==> config.mk <==
export PLATFORM = sky130hd
export DESIGN_NAME = ebtp_timer
export DESIGN_NICKNAME = d
export VERILOG_FILES = /design/src/ebtp_pkg.sv /design/src/ebtp_timer.sv
export SDC_FILE = /design/constraint.sdc
export NUM_CORES = 1
export LEC_CHECK = 0
export BUFFER_PORTS_ARGS = -buffer_cell sky130_fd_sc_hd__buf_2
export CAP_MARGIN = 5
export CORE_ASPECT_RATIO = 1.75
export CORE_MARGIN = 2
export CORE_UTILIZATION = 51
export CTS_BUF_LIST = sky130_fd_sc_hd__clkbuf_4 sky130_fd_sc_hd__clkbuf_8 sky130_fd_sc_hd__clkbuf_16
export DETAILED_ROUTE_END_ITERATION = 8
export MAX_ROUTING_LAYER = met4
export PLACE_DENSITY = 0.75
export RECOVER_POWER = 50
export SLEW_MARGIN = 20
export SYNTH_ARGS = -nofsm -noshare
export SYNTH_HDL_FRONTEND = slang
export SYNTH_SLANG_ARGS = --single-unit
==> constraint.sdc <==
create_clock -name i_clk_sys -period 2.3 [get_ports i_clk_sys]
set_clock_uncertainty 0.2 [all_clocks]
set_input_delay 0.46 -clock i_clk_sys [delete_from_list [all_inputs] [get_ports i_clk_sys]]
set_output_delay 0.46 -clock i_clk_sys [all_outputs]
set_load 0.1 [all_outputs]
==> src/ebtp_pkg.sv <==
// Package for the eight-bit timer with prescaler: register map, fields, constants, carriers
package ebtp_pkg;

   // ****************************************
   // Register map (printed byte addresses)
   // ****************************************
   localparam logic [7:0] PRESCALER_VALUE_ADDR = 8'hD2;
   localparam logic [7:0] COUNT_VALUE_ADDR = 8'hD3;
   localparam logic [7:0] TIMER_CONTROL_ADDR = 8'hD4;

   // ****************************************
   // Reset values and reload values
   // ****************************************
   localparam logic [6:0] PRESCALER_RELOAD = 7'h7F;
   localparam logic [7:0] COUNT_RELOAD = 8'hFF;
   localparam logic [7:0] CONTROL_RESET = 8'h00;

   // ****************************************
   // Control and status field positions
   // ****************************************
   localparam int FLAG_BIT = 7;
   localparam int IRQ_EN_BIT = 6;
   localparam int DIR_BIT = 5;
   localparam int DATA_BIT = 4;
   localparam int RUN_BIT = 3;
   localparam int TAP_MSB = 2;

   // ****************************************
   // Timing: in gated and output modes the prescaler input is the internal clock divided by this
   // ****************************************
   localparam logic [3:0] INT_DIVIDE = 4'hC;
   localparam logic [3:0] INT_DIVIDE_LAST = INT_DIVIDE - 4'h1;

   // ****************************************
   // Carriers
   // ****************************************
   typedef struct packed {
      logic wr;
      logic rd;
      logic [7:0] addr;
      logic [7:0] wdata;
   } ebtp_bus_req_type;

   typedef struct packed {
      logic underflow_flag;
      logic underflow_irq_enable;
      logic pin_direction_select;
      logic pin_data;
      logic prescaler_run;
      logic [2:0] prescaler_tap_select;
   } ebtp_ctrl_type;

   typedef enum logic [2:0] {
      MODE_EVENT = 3'b001,
      MODE_GATED = 3'b010,
      MODE_OUTPUT = 3'b100
   } ebtp_mode_type;

endpackage

==> src/ebtp_timer.sv <==
// Eight-bit down-counter with seven-bit prescaler, register port and timer pin logic
//
// Strobed register access and the address map were left to the implementer.

module ebtp_timer
   import ebtp_pkg::*;
(
   input wire logic i_clk_sys,
   input wire logic i_rst_b,
   input wire logic [7:0] i_addr,
   input wire logic [7:0] i_wdata,
   input wire logic i_wr,
   input wire logic i_rd,
   output logic [7:0] o_rdata,
   input wire logic i_stop_mode,
   input wire logic i_timer_pin,
   output logic o_timer_pin,
   output logic o_timer_pin_oe_b,
   output logic o_irq,
   output logic o_wake
);

   // ****************************************
   // Register port decode
   // ****************************************
   ebtp_bus_req_type req;
   assign req = '{wr: i_wr, rd: i_rd, addr: i_addr, wdata: i_wdata};

   wire wr_presc = req.wr && (req.addr == PRESCALER_VALUE_ADDR);
   wire wr_count = req.wr && (req.addr == COUNT_VALUE_ADDR);
   wire wr_ctrl = req.wr && (req.addr == TIMER_CONTROL_ADDR);

   // ****************************************
   // State
   // ****************************************
   ebtp_ctrl_type ctrl_q, ctrl_d;
   logic [6:0] presc_q, presc_d;
   logic [7:0] count_q, count_d;
   logic [3:0] div_q, div_d;
   logic pin_prev_q;
   logic tap_prev_q;
   logic flag_prev_q;
   logic pin_out_q, pin_out_d;
   logic pin_oe_b_q;
   logic irq_q;
   logic wake_q;
   logic [7:0] rdata_q, rdata_d;

   // ****************************************
   // Mode decode
   // ****************************************
   function automatic ebtp_mode_type mode_of(input logic dir, input logic dat);
      if (dir) begin
         mode_of = MODE_OUTPUT;
      end else if (dat) begin
         mode_of = MODE_GATED;
      end else begin
         mode_of = MODE_EVENT;
      end
   endfunction

   ebtp_mode_type mode;
   assign mode = mode_of(ctrl_q.pin_direction_select, ctrl_q.pin_data);

   // ****************************************
   // Prescaler input strobe
   // ****************************************
   // The divide-by-12 counter also freezes in stop, so only the pin can feed it then
   wire div_tick = !i_stop_mode && (div_q == INT_DIVIDE_LAST);
   wire pin_rise = i_timer_pin && !pin_prev_q;
   logic presc_tick;

   always_comb begin
      case (mode)
         MODE_EVENT: presc_tick = pin_rise;
         MODE_GATED: presc_tick = div_tick && i_timer_pin;
         MODE_OUTPUT: presc_tick = div_tick;
         default: presc_tick = 1'b0;
      endcase
   end

   wire run = ctrl_q.prescaler_run;
   wire presc_step = run && presc_tick;

   assign div_d = (i_stop_mode) ? div_q :
                  (div_q == INT_DIVIDE_LAST) ? 4'h0 : div_q + 4'h1;

   // Prescaler counts down with reload at zero
   always_comb begin
      if (!run) begin
         presc_d = PRESCALER_RELOAD;
      end else if (wr_presc) begin
         presc_d = req.wdata[6:0];
      end else if (presc_step) begin
         presc_d = (presc_q == 7'h00) ? PRESCALER_RELOAD : presc_q - 7'h01;
      end else begin
         presc_d = presc_q;
      end
   end

   // ****************************************
   // Counter clock tap
   // ****************************************
   // The tap is the bit of the up-going count; presc is a down-counter, so its
   // inverted bit n gives a square wave of period 2^(n+1) steps and a rising
   // edge every 2^(n+1) prescaler steps at tap n+1, for taps one to seven.
   wire [7:0] tap_vec = {1'b0, ~presc_q};
   wire tap_lvl = (ctrl_q.prescaler_tap_select == 3'h0) ? presc_step :
                  tap_vec[ctrl_q.prescaler_tap_select - 3'h1];
   wire tap_rise = (ctrl_q.prescaler_tap_select == 3'h0) ? presc_step :
                   (run && tap_lvl && !tap_prev_q);
   wire count_step = run && tap_rise;
   wire count_to_zero = count_step && (count_q == 8'h01);

   always_comb begin
      if (wr_count) begin
         count_d = req.wdata;
      end else if (count_step) begin
         count_d = (count_q == 8'h00) ? COUNT_RELOAD : count_q - 8'h01;
      end else begin
         count_d = count_q;
      end
   end

   // ****************************************
   // Control and flag
   // ****************************************
   wire flag_set = (count_to_zero && !wr_count)
                   || (wr_count && req.wdata == 8'h00)
                   || (wr_ctrl && req.wdata[FLAG_BIT]);

   always_comb begin
      ctrl_d = ctrl_q;
      if (wr_ctrl) begin
         ctrl_d = ebtp_ctrl_type'(req.wdata);
      end
      // Hardware set wins over a software clear in the same cycle
      if (flag_set) begin
         ctrl_d.underflow_flag = 1'b1;
      end
   end

   // ****************************************
   // Timer pin
   // ****************************************
   wire flag_rise = ctrl_q.underflow_flag && !flag_prev_q;
   assign pin_out_d = flag_rise ? ctrl_q.pin_data : pin_out_q;

   // ****************************************
   // Read data
   // ****************************************
   always_comb begin
      case (req.addr)
         PRESCALER_VALUE_ADDR: rdata_d = {1'b0, presc_q};
         COUNT_VALUE_ADDR: rdata_d = count_q;
         TIMER_CONTROL_ADDR: rdata_d = ctrl_q;
         default: rdata_d = 8'h00;
      endcase
      if (!req.rd) begin
         rdata_d = 8'h00;
      end
   end

   // ****************************************
   // Registers
   // ****************************************
   always_ff @(posedge i_clk_sys) begin
      if (!i_rst_b) begin
         ctrl_q <= ebtp_ctrl_type'(CONTROL_RESET);
         presc_q <= PRESCALER_RELOAD;
         count_q <= COUNT_RELOAD;
         div_q <= 4'h0;
      end else begin
         ctrl_q <= ctrl_d;
         presc_q <= presc_d;
         count_q <= count_d;
         div_q <= div_d;
      end
   end

   always_ff @(posedge i_clk_sys) begin
      if (!i_rst_b) begin
         pin_prev_q <= 1'b0;
         tap_prev_q <= 1'b0;
         flag_prev_q <= 1'b0;
         pin_out_q <= 1'b0;
         pin_oe_b_q <= 1'b1;
      end else begin
         pin_prev_q <= i_timer_pin;
         tap_prev_q <= tap_lvl;
         flag_prev_q <= ctrl_q.underflow_flag;
         pin_out_q <= pin_out_d;
         pin_oe_b_q <= !ctrl_d.pin_direction_select;
      end
   end

   always_ff @(posedge i_clk_sys) begin
      if (!i_rst_b) begin
         irq_q <= 1'b0;
         wake_q <= 1'b0;
         rdata_q <= 8'h00;
      end else begin
         irq_q <= ctrl_d.underflow_flag && ctrl_d.underflow_irq_enable;
         wake_q <= ctrl_d.underflow_flag && ctrl_d.underflow_irq_enable;
         rdata_q <= rdata_d;
      end
   end

   assign o_rdata = rdata_q;
   assign o_timer_pin = pin_out_q;
   assign o_timer_pin_oe_b = pin_oe_b_q;
   assign o_irq = irq_q;
   assign o_wake = wake_q;

endmodule

==> results.cfg, run 1 <==
[place]
postPlaceCellArea_mm2 = 0.00278
dp_hpwl_mm = 5.02
portBuffers = 33
dpl_worst_slack_ns = -0.00437
finalWeightedCongestion = 0.912

[critical_path]
path_class = register to register
worstRegToRegCells = 8
critPathMaxFanout = 17
r2r_slack_ns = 0.02
r2r_start = ctrl_q[0]$_SDFFE_PN0P_
crit_end = count_q[3]$_SDFFE_PN1P_
cp.arrival_ns = 2.29
cp-startpoint = ctrl_q[0]$_SDFFE_PN0P_
reg2reg_to = count_q[3]$_SDFFE_PN1P_
cp-start-kind = register
crit_required_ns = 2.31
endpoint_kind = register

[detailed_routing]
dr_wl_met3_um = 362
ant_nets = 0
routed.top_layer = met4
routed_via_density = 6.40
routedWlPerCell_um = 17.9
met1_length_mm = 2.51
drc = 0
finalWirelength_mm = 6.69
drtIter0Drc = 167
vias = 2387
wl_met2_mm = 3.45
dr.pass1.iters = 6

[cts]
clk_pin_slew_ns = 0.08
clockBufferDepth = 2
cts.sinks = 41
htree_levels = 2
clk_latency_ns = 0.30
cts_buffers = 5
cts_tree = built
ctsRootBufferMaster = clkbuf_8

[cells_and_area]
fin_area_mm2 = 0.00293
drive_gt1_share_pct = 29.2
n_antenna_cell = 0
nNetsFinal = 351
utilization_pct = 65.9
synthToLayoutAreaGrowth_pct = 23.0
fill_cells = 372

[die]
ios = 34
die_width_um = 55.7
core_area_mm2 = 0.00444
row_count = 32
die_y_um = 94.4
die-area_mm2 = 0.00526
start_util_pct = 53.6

[synthesis]
ys.flop_type = dfxtp_1
synth_cell_types = 69
netlist_area_mm2 = 0.00238
synth_cells = 272
postSynthAreaPerCell_um2 = 8.76
synthArstFlopShare_pct = 0
ys_ff_latch = 41
ys_warn_count = 0
syn-num-nets = 302
synth_edf_count = 0
yosysSeqAreaShare_pct = 34.5

[sta]
fmax_ghz = 0.439
worstMarginPinSlew_ns = 0.705
setup_slack_ns = 0.0200
min_period_ns = 2.28
finalCritPeriodShare_pct = 99.1
finalHoldViolCount = 0
slew_viol_final = 0
rsz0062_at_grt = yes
setup-tns-final_ns = 0
setup_viol = 0
slew_headroom_pct = 53.0

[global_route]
grt_pass1_wl_mm = 10.6
grt_pass1_vias = 2266
grt_usage_pct = 26.7
grt_overflow = 0
antenna_found_initial = 0
grt_max_degree = 18

[pwr]
power_density_mw_per_mm2 = 514
p_leak_nw = 1.24
ir_drop_uv = 444

[outcome]
status = finished clean

[worst_hold_path]
hold_depth = 2
hold_class = primary input to register

[job]
cap_viol_max_count = 0
placed cells by master, fill, tap and decap left out, types with 5 or more instances in the layout:
| master | synthesis | final |
|---|---|---|
| dfxtp_1 | 41 | 39 |
| clkbuf_8 | 0 | 5 |
| nand2_1 | 28 | 28 |
| nor3_1 | 5 | 5 |
| nor2_1 | 19 | 19 |
| a222oi_1 | 7 | 7 |
| inv_1 | 13 | 11 |
| a21boi_0 | 9 | 9 |
| ha_1 | 8 | 6 |
| a21oi_1 | 5 | 5 |
| nand3_1 | 11 | 11 |
| clkbuf_2 | 0 | 12 |
| o211ai_1 | 8 | 8 |
| buf_2 | 1 | 19 |
| a31oi_1 | 6 | 6 |
| nor2b_1 | 8 | 8 |
| buf_4 | 1 | 23 |
cell usage after synthesis, drive strengths merged, types with 6 or more instances:
| cell type | count | area (um^2) |
|---|---|---|
| ha | 8 | 100 |
| nor2b | 8 | 50.1 |
| a222oi | 7 | 70.1 |
| o311ai | 6 | 60.1 |
| clkbuf | 13 | 52.6 |
| inv | 13 | 48.8 |
| a41o | 7 | 75.1 |
| nand2 | 28 | 105 |
| dfxtp | 41 | 821 |
| nor2 | 19 | 71.3 |
| a21boi | 9 | 67.6 |
| a21oi | 6 | 33.8 |
| nand3 | 11 | 55.1 |
| a31oi | 6 | 37.5 |
| o211ai | 8 | 60.1 |
sequential cells by signal, summed over array words and instances (netlist names):
register,cells
count_q,8
ctrl_q,7
div_q,4
flag_prev_q,1
o_rdata,8
o_timer_pin,1
o_timer_pin_oe_b,1
o_wake,1
pin_prev_q,1
presc_q,7
run,1
tap_prev_q,1
critical path, stage by stage, from the launching register on:
cell and delay, ns:
dfxtp_2 0.36, inv_2 0.06, ha_4 0.27, mux4_2 0.34
nor4b_4 0.17, a311oi_4 0.25, buf_12 0.19, a31oi_1 0.09
o311ai_1 0.25
repair_timing:
item                       CTS  global route
setup endpoints to repair    2             8
hold buffers                 0             0
gates resized for setup      2             4
pin swaps                    1             0
setup buffers                1             0
worst min path at each step:
stage                           start                endpoint  slack, ns
2_1_floorplan  ctrl_q[1]$_SDFFE_PN0P_  ctrl_q[1]$_SDFFE_PN0P_       0.26
6_report                  i_timer_pin   pin_prev_q$_SDFF_PN0_       0.20
4_1_cts                   i_timer_pin   pin_prev_q$_SDFF_PN0_       0.19
3_5_place_dp   ctrl_q[0]$_SDFFE_PN0P_  ctrl_q[0]$_SDFFE_PN0P_       0.28
3_3_place_gp   ctrl_q[0]$_SDFFE_PN0P_  ctrl_q[0]$_SDFFE_PN0P_       0.27
5_1_grt                   i_timer_pin   pin_prev_q$_SDFF_PN0_       0.20
per-stage QoR:
stage | total power [mW] | hold slack, ns | instances
final | 1.51 | 0.195 | 373
after global routing | 1.55 | 0.202 | 373
after CTS | 1.51 | 0.185 | 373
after detailed placement | 0.806 | 0.279 | 364
after global placement | 0.804 | 0.271 | 364
after floorplan | 0.765 | 0.256 | 272
final cells by class:
class                           instances  area, um^2  share of cell area [%]
Inverter                               13        48.8                    1.67
Sequential cell                        41         823                    28.1
Clock inverter                          3        68.8                    2.35
Clock buffer                            5        68.8                    2.35
Timing Repair Buffer                   60         407                    13.9
Tap cell                               51        63.8                    2.18
Multi-Input combinational cell        200        1450                    49.5
cell families after synthesis:
group / share of synthesized area [%]
AOI/OAI and AO/OA: 26.5
buffers and inverters: 5.78
muxes: 3.57
adders and majority gates: 4.20
DFF: 34.5
and+or+nand+nor: 25.5
power breakdown:
| group | total (mW) | switching, mW | internal [mW] |
|---|---|---|---|
| clock | 0.715 | 0.278 | 0.437 |
| combinational | 0.0735 | 0.0441 | 0.0294 |
| sequential | 0.717 | 0.00343 | 0.713 |
metal layers:
metal	vias to the layer above	global-route usage [%]
li1	1134	-
met1	1098	26.6
met2	121	48.2
met3	34	3.70
met4	0	17.3
met5	-	-
(Power assumes the default switching activity.)
==> run 2, diff against run 1 <==
--- a/config.mk
+++ b/config.mk
@@ -5,13 +5,13 @@
 export SDC_FILE = /design/constraint.sdc
 export NUM_CORES = 1
 export LEC_CHECK = 0
-export BUFFER_PORTS_ARGS = -buffer_cell sky130_fd_sc_hd__buf_2
 export CAP_MARGIN = 5
 export CORE_ASPECT_RATIO = 1.75
 export CORE_MARGIN = 2
-export CORE_UTILIZATION = 51
+export CORE_UTILIZATION = 57
 export CTS_BUF_LIST = sky130_fd_sc_hd__clkbuf_4 sky130_fd_sc_hd__clkbuf_8 sky130_fd_sc_hd__clkbuf_16
 export DETAILED_ROUTE_END_ITERATION = 8
+export DONT_BUFFER_PORTS = 1
 export MAX_ROUTING_LAYER = met4
 export PLACE_DENSITY = 0.75
 export RECOVER_POWER = 50
==> run 2 against run 1 <==
Cell area decreased by 6.6%. Final cell count decreased by 7.8%. Non-clock buffer count is 26 lower. Via count is 4.9% lower. Worst setup slack lost 0.019 ns. Critical path type unchanged. Largest cell class unchanged.
==> results.cfg, run 2 (synthesis results as in run 1) <==
[outcome]
status = finished clean

[detailed_routing]
dr.pass1.iters = 5
drtIter0Drc = 129
routedWlPerCell_um = 18.9
vias = 2270
routed_via_density = 6.60
drc = 0
finalWirelength_mm = 6.51
ant_nets = 0

[place]
portBuffers = 0
finalWeightedCongestion = 0.893
dpl.cell_count = 336
postPlaceCellArea_mm2 = 0.00266
dp_hpwl_mm = 4.96

[cts]
cts_hold_buf = 0
clk_latency_ns = 0.30
cts_tree = built
cts.sinks = 41
htree_levels = 2
cts_buffers = 5
clk_pin_slew_ns = 0.08
clockBufferDepth = 2
ctsRootBufferMaster = clkbuf_8

[sta]
min_period_ns = 2.30
slew_headroom_pct = 29.2
setup-tns-final_ns = 0
setup_viol = 0
finalCritPeriodShare_pct = 100
fmax_ghz = 0.435
worstMarginPinSlew_ns = 1.07
slew_viol_final = 0
finalHoldViolCount = 0
rsz0062_at_grt = yes

[critical_path]
crit_end = count_q[0]$_SDFFE_PN1P_
cp_cell_sequence = inv_1 -> ha_2 -> or3b_1 -> a221oi_2 -> a311oi_4 -> buf_12 -> and4_2 -> o311ai_2
path_class = register to register
r2r_slack_ns = 0.0007
worstRegToRegCells = 8
critPathTopFamily = compound AO/OA/AOI/OAI gates
crit_required_ns = 2.30
path_buf_inv = 2
slowest_delay_ns = 0.36
cp-startpoint = ctrl_q[1]$_SDFFE_PN0P_
path_depth = 8
reg2reg_to = count_q[0]$_SDFFE_PN1P_
endpoint_kind = register
cp.arrival_ns = 2.30
cp-start-kind = register
r2r_start = ctrl_q[1]$_SDFFE_PN0P_
critPathSlowestCell = or3b_1
critPathMaxFanout = 18

[die]
row_count = 31
start_util_pct = 58.5
die_y_um = 89.5
ios = 34
core_area_mm2 = 0.00407
die-area_mm2 = 0.00473
die_width_um = 52.9

[cells_and_area]
drive_gt1_share_pct = 23.4
fin_area_mm2 = 0.00274
final_common_cell = dfxtp_1
final_cell_mix = dfxtp_1 (38), nand2_1 (28), nor2_1 (19), buf_4 (19), inv_1 (12)
n_antenna_cell = 0
synthToLayoutAreaGrowth_pct = 14.9
nNetsFinal = 325
finalNonFillerCells = 344
utilization_pct = 67.2

[pwr]
ir_drop_uv = 470
total_power_mw = 1.24
p_leak_nw = 1.11
power_density_mw_per_mm2 = 453

[global_route]
grt_pass1_wl_mm = 10.1
grt_overflow = 0
grt_max_degree = 27
grt_usage_pct = 30.4
grt_pass1_vias = 2176
antenna_found_initial = 0

[job]
cap_viol_max_count = 0

[worst_hold_path]
hold_class = primary input to register
run 2: what timing repair did:
action	in CTS	in global routing
pin swaps	1	1
resized for setup	2	2
buffers inserted	1	0
endpoints found under the setup margin	2	7
run 2: worst min path at each step:
stage,start,endpoint,slack (ns),cells after the start
final,i_rst_b,count_q[1]$_SDFFE_PN1P_,0.04,1
after global routing,i_rst_b,count_q[7]$_SDFFE_PN1P_,0.04,1
after CTS,i_rst_b,count_q[1]$_SDFFE_PN1P_,0.04,1
after detailed placement,ctrl_q[0]$_SDFFE_PN0P_,ctrl_q[0]$_SDFFE_PN0P_,0.28,2
after global placement,ctrl_q[0]$_SDFFE_PN0P_,ctrl_q[0]$_SDFFE_PN0P_,0.27,2
after floorplan,ctrl_q[1]$_SDFFE_PN0P_,ctrl_q[1]$_SDFFE_PN0P_,0.26,2
run 2: area by class of cell:
class / count / area [um^2]
multi-input cells: 200 / 1450
fillers: 366 / 1340
flip-flops and latches: 41 / 825
repair buffers: 34 / 265
clock buffers: 6 / 82.6
well taps: 49 / 61.3
inverters: 13 / 48.8
clock inverters: 1 / 7.51
run 2: where the power goes:
part	internal (mW)	switching (mW)
Clock	0.237	0.254
Sequential	0.713	0.00350
Combinational	0.0168	0.0142
Total	0.968	0.271
run 2: metal layers:
metal	up-vias	track usage, %	part of all wire [%]
met5	-	-	0
met2	91	55.5	55
met4	0	18.6	4.7
met1	1075	28.1	35
li1	1074	-	-
met3	30	5.52	5.3
run 2: stage by stage:
stage / hold slack (ns) / setup slack (ns)
4_1_cts: 0.0395 / 0.000455
5_1_grt: 0.0442 / -0.0770
3_3_place_gp: 0.273 / 0.0524
3_5_place_dp: 0.278 / -0.0144
2_1_floorplan: 0.256 / 0.0121
6_report: 0.0442 / 0.000718
==> run 3, diff against run 2 <==
--- a/config.mk
+++ b/config.mk
@@ -7,7 +7,6 @@
 export LEC_CHECK = 0
 export CAP_MARGIN = 5
 export CORE_ASPECT_RATIO = 1.75
-export CORE_MARGIN = 2
 export CORE_UTILIZATION = 57
 export CTS_BUF_LIST = sky130_fd_sc_hd__clkbuf_4 sky130_fd_sc_hd__clkbuf_8 sky130_fd_sc_hd__clkbuf_16
 export DETAILED_ROUTE_END_ITERATION = 8
@@ -15,7 +14,7 @@
 export MAX_ROUTING_LAYER = met4
 export PLACE_DENSITY = 0.75
 export RECOVER_POWER = 50
-export SLEW_MARGIN = 20
+export SLEW_MARGIN = 25
 export SYNTH_ARGS = -nofsm -noshare
 export SYNTH_HDL_FRONTEND = slang
 export SYNTH_SLANG_ARGS = --single-unit
==> run 3 against run 2 <==
Global-route usage about the same. Worst setup slack better by 0.028 ns. Flip-flop and latch count did not move. Critical endpoint unchanged. Critical path depth did not move. Die area decreased by 5.9%. Fmax grew 1.2%. Combinational power fell by 4%. Wire length down 6.2%. Sequential share of layout area up 0.29 points. Register-to-register slack better by 0.03 ns. Final cell count is 1.5% lower.
==> results.cfg, run 3 (synthesis results as in run 1) <==
[sta]
worstMarginPinSlew_ns = 0.561
finalHoldViolCount = 0
setup_viol = 0
rsz0062_at_grt = yes
slew_viol_final = 0
min_period_ns = 2.27
setup-tns-final_ns = 0
fmax_ghz = 0.440
hold_ws_ns = 0.0391
setup_slack_ns = 0.0283
slew_headroom_pct = 62.6
finalCritPeriodShare_pct = 98.8

[cts]
clk_pin_slew_ns = 0.08
clk_latency_ns = 0.30
clockBufferDepth = 2
cts.sinks = 41
cts_tree = built
htree_levels = 2
cts_buffers = 5
ctsRootBufferMaster = clkbuf_8

[critical_path]
path_buf_inv = 2
cp.arrival_ns = 2.25
cp-start-kind = register
critPathSlowestCell = dfxtp_4
critPathTopFamily = flip-flops
critPathMaxFanout = 18
path_class = register to register
cp_cell_sequence = inv_4 -> ha_4 -> mux4_2 -> nor4b_4 -> a311oi_4 -> buf_12 -> and4_2 -> o311ai_2
endpoint_kind = register
slowest_delay_ns = 0.38
crit_required_ns = 2.28

[detailed_routing]
drc = 0
routedWlPerCell_um = 18.0
dr.pass1.iters = 5
vias = 2202
ant_nets = 0
routed_via_density = 6.50
drtIter0Drc = 95
finalWirelength_mm = 6.10

[global_route]
grt_pass1_vias = 2064
grt_overflow = 0
grt_max_degree = 27
grt_pass1_wl_mm = 9.72
grt_usage_pct = 30.4
antenna_found_initial = 0

[cells_and_area]
final_cell_mix = dfxtp_1 (38), nand2_1 (28), nor2_1 (19)
drive_gt1_share_pct = 22.3
synthToLayoutAreaGrowth_pct = 14.1
final_common_cell = dfxtp_1
nNetsFinal = 320
fill_cells = 338
finalNonFillerCells = 339
n_antenna_cell = 0

[die]
die_y_um = 87.5
row_count = 30
ios = 34
die_width_um = 50.9
start_util_pct = 60.4
die-area_mm2 = 0.00445
core_area_mm2 = 0.00394

[place]
dpl_worst_slack_ns = -0.00947
dp_hpwl_mm = 4.71
dpl.cell_count = 330
portBuffers = 0
finalWeightedCongestion = 0.911

[pwr]
ir_drop_uv = 545
total_power_mw = 1.36
p_leak_nw = 1.10
power_density_mw_per_mm2 = 499

[outcome]
status = finished clean

[worst_hold_path]
hold_class = primary input to register

[job]
cap_viol_max_count = 0
==> run 3: cell types whose count changed in the layout (fill, tap and decap cells not counted), sizes merged <==
cell    before  now
bufinv       0    1
clkbuf      18   17
buf         22   18
==> run 3: path summary, 6_finish.rpt <==
path / endpoint / startpoint / slack, ns / cells past startpoint
hold / removal: count_q[0]$_SDFFE_PN1P_ / i_rst_b / 0.04 / 1
hold reg to reg: ctrl_q[1]$_SDFFE_PN0P_ / ctrl_q[1]$_SDFFE_PN0P_ / 0.29 / 2
setup reg to reg: count_q[0]$_SDFFE_PN1P_ / ctrl_q[0]$_SDFFE_PN0P_ / 0.03 / 8
setup / recovery: count_q[0]$_SDFFE_PN1P_ / ctrl_q[0]$_SDFFE_PN0P_ / 0.03 / 8
==> run 3: metrics by stage <==
step | cell area, um^2 | utilization [%]
CTS | 2740 | 69.6
global route | 2720 | 69.0
finish | 2720 | 69.0
detailed placement | 2610 | 66.3
floorplan | 2400 | -
global placement | 2610 | 66.3
==> run 3: power breakdown <==
part / switching, mW / internal [mW] / leakage, nW
Combinational: 0.0138 / 0.0161 / 0.706
Sequential: 0.00351 / 0.712 / 0.333
Clock: 0.259 / 0.353 / 0.0574
Total: 0.277 / 1.08 / 1.10
==> run 3: routing by layer <==
layer | GRT usage, % | part of all wire, % | vias up
met3 | 5.58 | 5.0 | 12
met4 | 14.4 | 3.1 | 0
met5 | - | 0 | -
li1 | - | - | 1064
met2 | 56.1 | 57 | 67
met1 | 29.6 | 35 | 1059
==> run 3: area by class of cell <==
| cell class | count | area, um^2 | share of cell area [%] |
|---|---|---|---|
| Multi-Input combinational cell | 200 | 1450 | 53.2 |
| Sequential cell | 41 | 827 | 30.4 |
| Timing Repair Buffer | 29 | 214 | 7.87 |
| Clock buffer | 6 | 82.6 | 3.04 |
| Tap cell | 48 | 60.1 | 2.21 |
| Inverter | 13 | 51.3 | 1.89 |
| Clock inverter | 2 | 37.5 | 1.38 |
==> run 3: repair_timing <==
action	4_1_cts	5_1_grt
hold buffers	0	0
resized for setup	2	4
pin swaps	0	1
endpoints found under the setup margin	1	10
buffers inserted	1	0
